`src/design/asc_pkg.sv`:
```
// constants, states and carriers for the converter sequence control
package asc_pkg;
  localparam int ADDR_W = 3;
  localparam int DATA_W = 8;
  localparam logic [ADDR_W-1:0] OFF_CTL = 3'h0;
  localparam logic [ADDR_W-1:0] OFF_RES1 = 3'h1;
  localparam logic [ADDR_W-1:0] OFF_RES4 = 3'h4;
  localparam int DONE_BIT = 7;
  localparam int SCAN_BIT = 5;
  localparam int GROUP_BIT = 4;
  localparam int SEL_HI = 3;
  localparam int GRP_LO = 2;
  localparam int CTL_W = 6;
  localparam logic [CTL_W-1:0] CTL_RESET = 6'h00;
  localparam logic [DATA_W-1:0] RD_IDLE = 8'h00;
  localparam int SAMPLE_CYCLES = 12;
  localparam int SAR_STEPS = 8;
  localparam logic [3:0] SAMPLE_LAST = 4'(SAMPLE_CYCLES - 1);
  localparam logic [3:0] CNT_ZERO = 4'h0;
  localparam logic [1:0] SLOT_FIRST = 2'h0;
  localparam logic [1:0] SLOT_LAST = 2'h3;
  localparam logic [1:0] RSV_GROUP = 2'h2;
  localparam logic [3:0] CH_RSV_TOP = 4'hf;
  localparam logic [DATA_W-1:0] SAR_MSB = 8'h80;
  localparam logic [2:0] SAR_TOP = 3'h7;
  localparam logic [2:0] SAR_BOT = 3'h0;

  typedef enum logic [2:0] {
    ST_IDLE = 3'b000,
    ST_START = 3'b001,
    ST_SAMPLE = 3'b011,
    ST_CONVERT = 3'b010,
    ST_SUSPEND = 3'b110
  } asc_state_e;

  typedef struct packed {
    logic wr;
    logic rd;
    logic [ADDR_W-1:0] addr;
    logic [DATA_W-1:0] wdata;
  } asc_bus_s;

  typedef struct packed {
    logic sample;
    logic muxEnable;
    logic [3:0] channel;
    logic [DATA_W-1:0] dacCode;
  } asc_ana_s;
endpackage

```
`src/design/asc_sar.sv`:
```
// eight-step successive approximation engine
module asc_sar (
  // clock and reset
  input wire logic clk,
  input wire logic resetn,
  // control
  input wire logic start,
  input wire logic abort,
  input wire logic compHigh,
  // results
  output logic [asc_pkg::DATA_W-1:0] dacCode,
  output logic [asc_pkg::DATA_W-1:0] result,
  output logic done
);
  logic [asc_pkg::DATA_W-1:0] trial_r;
  logic [asc_pkg::DATA_W-1:0] result_r;
  logic [2:0] idx_r;
  logic busy_r;
  logic done_r;
  logic [asc_pkg::DATA_W-1:0] keep;
  logic [asc_pkg::DATA_W-1:0] trialNxt;

  localparam logic [asc_pkg::DATA_W-1:0] SAR_ONE = 8'h01;

  // keep the trial bit when input is at or above the trial level
  assign keep = compHigh ? trial_r : (trial_r & ~(SAR_ONE << idx_r));
  assign trialNxt = (idx_r == asc_pkg::SAR_BOT) ? keep : (keep | (SAR_ONE << (idx_r - 3'h1)));

  always_ff @(posedge clk or negedge resetn) begin
    if (!resetn) begin
      trial_r <= '0;
      result_r <= '0;
      idx_r <= asc_pkg::SAR_TOP;
      busy_r <= 1'b0;
      done_r <= 1'b0;
    end else begin
      done_r <= 1'b0;
      if (abort) begin
        busy_r <= 1'b0;
      end else if (start) begin
        trial_r <= asc_pkg::SAR_MSB;
        idx_r <= asc_pkg::SAR_TOP;
        busy_r <= 1'b1;
      end else if (busy_r) begin
        trial_r <= trialNxt;
        idx_r <= idx_r - 3'h1;
        if (idx_r == asc_pkg::SAR_BOT) begin
          busy_r <= 1'b0;
          done_r <= 1'b1;
          result_r <= keep;
        end
      end
    end
  end

  assign dacCode = trial_r;
  assign result = result_r;
  assign done = done_r;
endmodule // asc_sar

```
`src/design/asc_seq_ctrl.sv`:
```
// converter sequence control: register port, scan sequencer, stop and wait handling

module asc_seq_ctrl (
  // clock and reset
  input wire logic clk,
  input wire logic resetn,
  // register port
  input wire asc_pkg::asc_bus_s bus,
  output logic [asc_pkg::DATA_W-1:0] rdData,
  // power modes
  input wire logic stopMode,
  input wire logic waitMode,
  // analog side
  input wire logic compHigh,
  output asc_pkg::asc_ana_s ana
);
  asc_pkg::asc_state_e st_r;
  asc_pkg::asc_state_e st_nxt;
  logic [asc_pkg::CTL_W-1:0] ctl_r;
  logic doneFlag_r;
  logic [1:0] slot_r;
  logic [3:0] sampCnt_r;
  logic [asc_pkg::DATA_W-1:0] res_r [4];
  logic [asc_pkg::DATA_W-1:0] rdData_r;
  logic sample_r;
  logic muxEn_r;
  logic [3:0] chan_r;

  logic ctlWr;
  logic lowPower;
  logic scanOn;
  logic groupOn;
  logic lastSlot;
  logic sampleDone;
  logic sarStart;
  logic sarAbort;
  logic sarDone;
  logic convDone;
  logic [asc_pkg::DATA_W-1:0] sarResult;
  logic [asc_pkg::DATA_W-1:0] sarDac;
  logic [asc_pkg::CTL_W-1:0] ctl_nxt;
  logic [1:0] slot_nxt;
  logic [3:0] chan_nxt;
  logic chanReserved;
  logic ctlHit;
  logic resHit;
  logic [1:0] resIdx;
  logic [asc_pkg::DATA_W-1:0] rd_nxt;

  // decode
  assign ctlWr = bus.wr && (bus.addr == asc_pkg::OFF_CTL);
  assign lowPower = stopMode || waitMode;
  assign scanOn = ctl_r[asc_pkg::SCAN_BIT];
  assign groupOn = ctl_r[asc_pkg::GROUP_BIT];
  assign lastSlot = (slot_r == asc_pkg::SLOT_LAST);
  assign sampleDone = (st_r == asc_pkg::ST_SAMPLE) && (sampCnt_r == asc_pkg::SAMPLE_LAST);
  assign sarStart = sampleDone && !lowPower && !ctlWr;
  // leaving convert for any reason drops the partial approximation
  assign sarAbort = ctlWr || ((st_r == asc_pkg::ST_CONVERT) && lowPower);
  assign convDone = (st_r == asc_pkg::ST_CONVERT) && sarDone && !lowPower && !ctlWr;

  // next settings and slot
  assign ctl_nxt = ctlWr ? bus.wdata[asc_pkg::CTL_W-1:0] : ctl_r;
  assign slot_nxt = ctlWr ? asc_pkg::SLOT_FIRST : (convDone ? slot_r + 2'h1 : slot_r);
  assign chan_nxt = ctl_nxt[asc_pkg::GROUP_BIT] ?
                    {ctl_nxt[asc_pkg::SEL_HI:asc_pkg::GRP_LO], slot_nxt} :
                    ctl_nxt[asc_pkg::SEL_HI:0];
  assign chanReserved = (chan_nxt[3:2] == asc_pkg::RSV_GROUP) ||
                        (chan_nxt == asc_pkg::CH_RSV_TOP);

  // register reads
  assign ctlHit = bus.addr == asc_pkg::OFF_CTL;
  assign resHit = (bus.addr >= asc_pkg::OFF_RES1) && (bus.addr <= asc_pkg::OFF_RES4);
  assign resIdx = 2'(bus.addr - asc_pkg::OFF_RES1);
  assign rd_nxt = !bus.rd ? asc_pkg::RD_IDLE :
                  ctlHit ? {doneFlag_r, 1'b0, ctl_r} :
                  resHit ? res_r[resIdx] : asc_pkg::RD_IDLE;

  always_comb begin
    st_nxt = st_r;
    unique case (st_r)
      asc_pkg::ST_IDLE: begin
        st_nxt = asc_pkg::ST_IDLE;
      end
      asc_pkg::ST_START: begin
        st_nxt = lowPower ? asc_pkg::ST_SUSPEND : asc_pkg::ST_SAMPLE;
      end
      asc_pkg::ST_SAMPLE: begin
        if (lowPower) begin
          st_nxt = asc_pkg::ST_SUSPEND;
        end else if (sampleDone) begin
          st_nxt = asc_pkg::ST_CONVERT;
        end
      end
      asc_pkg::ST_CONVERT: begin
        if (lowPower) begin
          st_nxt = asc_pkg::ST_SUSPEND;
        end else if (sarDone) begin
          st_nxt = (lastSlot && !scanOn) ? asc_pkg::ST_IDLE : asc_pkg::ST_SAMPLE;
        end
      end
      asc_pkg::ST_SUSPEND: begin
        if (!lowPower) begin
          st_nxt = asc_pkg::ST_SAMPLE;
        end
      end
      default: begin
        st_nxt = asc_pkg::ST_IDLE;
      end
    endcase
    if (ctlWr) begin
      st_nxt = asc_pkg::ST_START;
    end
  end

  always_ff @(posedge clk or negedge resetn) begin
    if (!resetn) begin
      st_r <= asc_pkg::ST_IDLE;
      ctl_r <= asc_pkg::CTL_RESET;
      slot_r <= asc_pkg::SLOT_FIRST;
    end else begin
      st_r <= st_nxt;
      ctl_r <= ctl_nxt;
      slot_r <= slot_nxt;
    end
  end

  always_ff @(posedge clk or negedge resetn) begin
    if (!resetn) begin
      doneFlag_r <= 1'b0;
    end else if (ctlWr) begin
      doneFlag_r <= 1'b0;
    end else if (convDone && lastSlot) begin
      doneFlag_r <= 1'b1;
    end
  end

  always_ff @(posedge clk or negedge resetn) begin
    if (!resetn) begin
      sampCnt_r <= asc_pkg::CNT_ZERO;
    end else if (st_r == asc_pkg::ST_SAMPLE && !sampleDone) begin
      sampCnt_r <= sampCnt_r + 4'h1;
    end else begin
      sampCnt_r <= asc_pkg::CNT_ZERO;
    end
  end

  // results change only on a finished conversion, never on a bus write
  always_ff @(posedge clk or negedge resetn) begin
    if (!resetn) begin
      for (int i = 0; i < 4; i++) begin
        res_r[i] <= '0;
      end
    end else if (convDone) begin
      res_r[slot_r] <= sarResult;
    end
  end

  always_ff @(posedge clk or negedge resetn) begin
    if (!resetn) begin
      rdData_r <= asc_pkg::RD_IDLE;
      sample_r <= 1'b0;
      muxEn_r <= 1'b0;
      chan_r <= '0;
    end else begin
      rdData_r <= rd_nxt;
      sample_r <= st_nxt == asc_pkg::ST_SAMPLE;
      muxEn_r <= (st_nxt == asc_pkg::ST_SAMPLE || st_nxt == asc_pkg::ST_CONVERT) &&
                 !chanReserved;
      chan_r <= chan_nxt;
    end
  end

  asc_sar u_sar (
    .clk(clk),
    .resetn(resetn),
    .start(sarStart),
    .abort(sarAbort),
    .compHigh(compHigh),
    .dacCode(sarDac),
    .result(sarResult),
    .done(sarDone)
  );

  assign rdData = rdData_r;
  assign ana.sample = sample_r;
  assign ana.muxEnable = muxEn_r;
  assign ana.channel = chan_r;
  assign ana.dacCode = sarDac;
endmodule // asc_seq_ctrl

```
`config.mk`:
```
export PLATFORM = sky130hd
export DESIGN_NAME = asc_seq_ctrl
export DESIGN_NICKNAME = d
export VERILOG_FILES = /design/src/design/asc_pkg.sv /design/src/design/asc_sar.sv /design/src/design/asc_seq_ctrl.sv
export SDC_FILE = /design/constraint.sdc
export NUM_CORES = 1
export LEC_CHECK = 0
export BUFFER_PORTS_ARGS = -buffer_cell sky130_fd_sc_hd__buf_2
export CAP_MARGIN = 0
export CORE_ASPECT_RATIO = 0.5
export CORE_UTILIZATION = 45
export CTS_CLUSTER_DIAMETER = 80
export DETAILED_ROUTE_END_ITERATION = 7
export HOLD_SLACK_MARGIN = 0.15
export PLACE_DENSITY_LB_ADDON = 0.12
export SKIP_CTS_REPAIR_TIMING = 1
export SYNTH_ARGS = -nofsm -noshare
export SYNTH_HDL_FRONTEND = slang
export SYNTH_SLANG_ARGS = --single-unit
export TNS_END_PERCENT = 20
```
`constraint.sdc`:
```
create_clock -name clk -period 1.62 [get_ports clk]
set_input_delay 0.324 -clock clk [delete_from_list [all_inputs] [get_ports clk]]
set_output_delay 0.324 -clock clk [all_outputs]
set_load 0.05 [all_outputs]
```
-- Word level (Yosys, flattened, before mapping)
Cells that the tools add are included.
- output and inout port bits: 22
- register bits: 83
- reduce and logical (&&, ||, !) cells: 29
- add/subtract/negate cells: 4
- order comparisons: 5
- equal/unequal tests: 10
- bitwise operators: 7
- mux-type cells: 39
- shift operators: 2
- operator list (operator ; number):
    $mux W8 ; 10
    $bwmux W32 ; 1
    $mux W3 ; 9
    $bmux W8 S2 ; 1
    $demux W8 S2 ; 1
    $shl A1 B3 Y8 const A ; 2
    $logic_and A1 B1 Y1 ; 14
    $eq A3 B2 Y1 const B ; 4
    $pmux W3 S4 ; 1
    $mux W1 ; 10
    $and A8 B8 Y8 ; 1
    $eq A4 B4 Y1 const B ; 2
    $mux W2 ; 4
    $not A8 Y8 ; 1
    $or A8 B8 Y8 ; 1
    $ge A3 B3 Y1 const B ; 2
    $logic_not A3 Y1 ; 2
    $not A2 Y3 ; 2
    $logic_not A1 Y1 ; 5
    $mux W5 ; 1
    $add A4 B1 Y4 const B ; 1
    $eq A2 B2 Y1 const B ; 2
    $logic_or A1 B1 Y1 ; 4
    $mux W4 ; 1
    12 further kinds ; 14

-- Logic depth before layout (Yosys ltp)
- depth in word-level cells: 11
- gate-level depth with buffers: 9

-- Modules after synthesis
A second synthesis with hierarchy kept.
- cells, all modules: 316
- area total of the unflattened synthesis: 3838.7 sq um
- modules (own cells, without submodules) (module ; instances ; area each (sq um) ; cells each):
    asc_seq_ctrl ; 1 ; 2720.1 ; 205
    asc_sar ; 1 ; 1118.6 ; 111

-- Worst setup path before layout
OpenSTA, ideal clock, no wires.
- path type: input -> register
- start point: in bus[8] in the netlist's numbering
- end point: reg res_r[18] in the netlist's numbering
- stages: 8
- setup slack: -448 ps
- path buffers: 2
- data required time: 1492 ps
- arrival time: 1941 ps
- cell sequence: buf_2 > inv_1 > ha_1 > and3b_1 > buf_2 > nor3_4 > nand2_2 > mux2_1
- longest elaborated chain between the ends: 4
- ends and longest elaborated chain (what ; RTL line ; text):
    from (decl) ; asc_seq_ctrl.sv:8 ; input wire asc_pkg::asc_bus_s bus,
    $logic_not A3 Y1 ; asc_seq_ctrl.sv:51 ; assign ctlWr = bus.wr && (bus.addr == asc_pkg::OFF_CTL);
    $logic_and A1 B1 Y1 ; asc_seq_ctrl.sv:51 ;
    $logic_not A1 Y1 ; asc_seq_ctrl.sv:60 ; assign convDone = (st_r == asc_pkg::ST_CONVERT) && sarDone && !lowPower && !ctlWr;
    $logic_and A1 B1 Y1 ; asc_seq_ctrl.sv:60 ;
    to (signal, indexed assignment) ; asc_seq_ctrl.sv:155 ; res_r[slot_r] <= sarResult;
    to (decl) ; asc_seq_ctrl.sv:23 ; logic [asc_pkg::DATA_W-1:0] res_r [4];
No other way between the ends.
A chain may end at the register's enable or synchronous reset.

-- Final worst setup path
- start point: reg st_r[2]
- end point: reg res_r[30] in the netlist's numbering
- longest elaborated chain between the ends: 4
- ends and longest elaborated chain (what ; RTL line ; text):
    from (decl) ; asc_seq_ctrl.sv:17 ; asc_pkg::asc_state_e st_r;
    from (signal assigned) ; asc_seq_ctrl.sv:118 ; st_r <= asc_pkg::ST_IDLE;
    from (signal assigned) ; asc_seq_ctrl.sv:122 ; st_r <= st_nxt;
    $eq A3 B2 Y1 ; asc_seq_ctrl.sv:60 ;
    $logic_and A1 B1 Y1 (3 in series) ; asc_seq_ctrl.sv:60 ;
No other way between the ends.

==> metrics.md <==
| Metric | Value |
|---|---|
| First-pass GRT wire length | `13.9 mm` |
| Die Area | `9090 um2` |
| Worst Setup End Kind | `register` |
| Yosys cell types | `51` |
| Worst reg2reg setup slack | `-80 ps` |
| Minimum period implied by the final worst setup slack | `1700 ps` |
| Type of origin of the critical path | `register` |
| Yosys top cell by area | `dfrtp_1` |
| Ports | `40` |
| Outcome | `complete, but fails checks` |
| Worst r2r dst | `res_r[30]` |
| CTS tree | `done` |
| Detailed-route via count | `2732` |
| Power Density | `1040 nW/um2` |
| Crit path DAT | `between 1500 and 2000 ps` |
| DIE WIDTH | `roughly 130 um` |
| Async SR Flop Fraction | `100%` |
| Routed WL per cell | `17.1 um` |
| Period utilization | `105%` |
| Final max-slew violation count | `0` |
| Max cap viols | `0` |
| Pin count of the biggest net entering global routing | `40` |
| Fin nets | `roughly 430` |
| PortBufs | `37` |
| RD Place Congestion | `just under 0.9` |
| Post-route setup slack | `-81.0 ps` |
| H-tree depth | `3` |
| Min-delay worst type | `input pin to register` |
| Max frequency | `0.588 GHz` |
| Warnings from Yosys | `0` |
| Hold path depth | `3` |
| Mapped Nets | `355` |
| CTS buffer count | `9` |
| Die Y | `between 60 and 70 um` |
| Overall Global Routing Usage | `between 20% and 30%` |
| Setup tns final | `-1250 ps` |
| Violated checks | `negative setup slack` |
| CP Max Fanout | `8` |
| Cells after synthesis | `324` |
| Hold_sp | `bus[5]` |
| Req. time, crit path | `roughly 1900 ps` |
| DRC viols | `0` |
| Leak Pwr | `about 0.0024 uW` |
| Measured slew at the worst slew-check pin | `546 ps` |
| Setup-failing EPs final | `29` |
| Share of cells above drive strength 1 | `40.3%` |
| Synth Flop Type | `dfrtp_1` |
| Worst-skew pair later-pin latency | `approximately 340 ps` |
| CTS Buffer Depth | `2` |
| Area growth syn-to-layout | `25.8%` |
| Starting density of the core | `47.7%` |
| Register-to-Register Path Depth | `5` |
| Antenna-violating nets left | `0` |
| Overflow after GRT | `0` |
| WS Path Type | `register to register` |
| Initial DRC count | `146` |
| Initial antenna violation count | `0` |
| Diode count | `0` |
| Reg clk slew, reported paths | `60 ps` |
| Synthesis-stage register bit count | `81` |
| Max Clock Skew | `5.42 ps` |
| Routed WL | `8.74 mm` |
| Area contributors post-synth | `dfrtp_1, mux2_2, mux4_2` |
| Mean Syn Cell Area | `12.1 um2` |
| Worst Hold End | `ctl_r[5]` |
| Post-DP Area | `4440 um2` |
| Design Area, Final | `~4900 um2` |
| RSZ-0062 raised after global routing | `yes` |
| Slew HR | `about 64%` |
| CTS sink count | `81` |
| Origin of the critical flop-to-flop path | `st_r[2]` |
| Std-Cell Core Area | `8200 um2` |
| DR pass1 iterations | `4` |
| Post-DP HPWL | `6.18 mm` |
| Vias per Instance | `roughly 5.3` |
| Post-synthesis sequential area ratio | `52.0%` |
| # rows | `23` |
| Synth top area share | `49.9%` |
| Final Hold Fails | `0` |
| VDD IR max | `around 0.00069 V` |
| Mapped Area | `3910 um2` |
| EDFF count, synth | `0` |
| Root Driver | `clkbuf_16` |
| Layout filler cell count | `660` |
| Vias in the first global route | `2664` |
==> cells in the mapped netlist, types with 2 or more instances <==
library cell / n
a22oi_1: 7
nand3_1: 8
a211oi_1: 2
nand2_1: 22
mux2_4: 2
mux4_2: 8
nand2b_1: 4
buf_2: 6
nor2b_1: 12
a21boi_0: 2
xnor2_1: 2
and3b_1: 3
nor2_1: 16
dfstp_2: 3
mux2_1: 2
and3_1: 2
ha_1: 13
o21ai_0: 12
a21oi_1: 10
nand2_2: 4
a21o_1: 2
inv_1: 19
buf_4: 5
o21ai_1: 2
or2_2: 3
dfrtp_1: 78
mux2_2: 33
clkbuf_1: 3
o221ai_1: 4
mux2i_1: 10
nand3b_1: 3
o2111ai_1: 3
==> logic make-up (layout without fill, tap and decap cells) <==
group                    count (synthesis)  count (layout)  synth area share (%)
buffers and inverters                   35             111                  4.23
multiplexers                            55              55                  18.0
AND/OR/NAND/NOR                         84              84                  11.8
AO/OA/AOI/OAI                           53              53                  9.12
adder cells (fa/ha/maj)                 13              13                  4.16
XOR/XNOR                                 3               3                 0.672
flip-flops                              81              81                  52.0
==> final cells by class <==
class	instances	area, um2	share of cell area, %
sequential	81	2030	41.3
multi-input combinational	208	1820	37.0
timing repair buffer	77	510	10.4
clock buffer	9	225	4.58
tap	112	140	2.85
clock inverter	6	116	2.37
inverter	19	73.8	1.50
==> layout by cell type (no fill, tap or decap), drive strengths merged, types with 4 or more instances in the layout <==
cell type and instances:
dfrtp 78, nand2b 4, o21ai 14, nor2b 12, buf 76, clkbuf 9, ha 13, mux4 8
a22oi 7, nor2 16, a21oi 10, mux2 37, mux2i 10, o221ai 4, nand2 26, nand3 8
inv 20
==> worst max path at each step <==
| stage | to | depth (start not counted) | slack (ps) | startpoint |
|---|---|---|---|---|
| CTS | res_r[18] | 4 | -180 | st_r[0] |
| floorplan | u_sar.result[2] | 8 | -240 | bus[8] |
| detailed placement | muxEn_r | 7 | -460 | bus[9] |
| global placement | res_r[18] | 7 | -370 | bus[9] |
| global route | res_r[30] | 5 | -110 | st_r[2] |
| finish | res_r[30] | 5 | -80 | st_r[2] |
==> worst max-delay path, stage by stage, from the launching register on <==
cell and delay [ps]:
dfrtp_1 420, nand4bb_4 280, nor3_4 320, buf_6 190, nand2_8 80, mux2_4 300
==> state kept, by name, summed over array words and instances (netlist names) <==
signal         flops
slot_r             2
u_sar.dacCode      8
u_sar.result       8
ctl_r              5
u_sar.busy_r       1
muxEn_r            1
u_sar.idx_r        3
res_r             32
sampCnt_r          4
u_sar.done         1
st_r               3
doneFlag_r         1
rdData             8
chan_r             3
sample_r           1
==> metrics by stage <==
| step | hold slack [ps] | instances | setup slack (ps) | power, uW | utilization [%] |
|---|---|---|---|---|---|
| floorplan | 28.4 | 324 | -239 | 2560 | - |
| global placement | 261 | 491 | -369 | 2750 | 54.1 |
| detailed placement | 272 | 491 | -459 | 2760 | 54.1 |
| CTS | -94.9 | 506 | -183 | 5120 | 58.3 |
| global route | 203 | 512 | -107 | 5300 | 60.0 |
| finish | 184 | 512 | -81.0 | 5120 | 60.0 |
==> routing by layer <==
metal | GRT usage (%) | share of wire (%) | vias up
li1 | - | - | 1302
met1 | 28.1 | 49 | 1369
met2 | 32.4 | 45 | 53
met3 | 6.44 | 4.5 | 8
met4 | 7.24 | 1.2 | 0
met5 | 0 | 0 | -
==> power by group <==
| group | leakage [uW] | switching, uW | internal [uW] | total (uW) |
|---|---|---|---|---|
| combinational | 0.00116 | 377 | 224 | 601 |
| clock | 0.000166 | 828 | 1510 | 2340 |
| sequential | 0.00107 | 82.7 | 2110 | 2190 |
| total | 0.00240 | 1290 | 3840 | 5120 |
(Power assumes the default switching activity.)
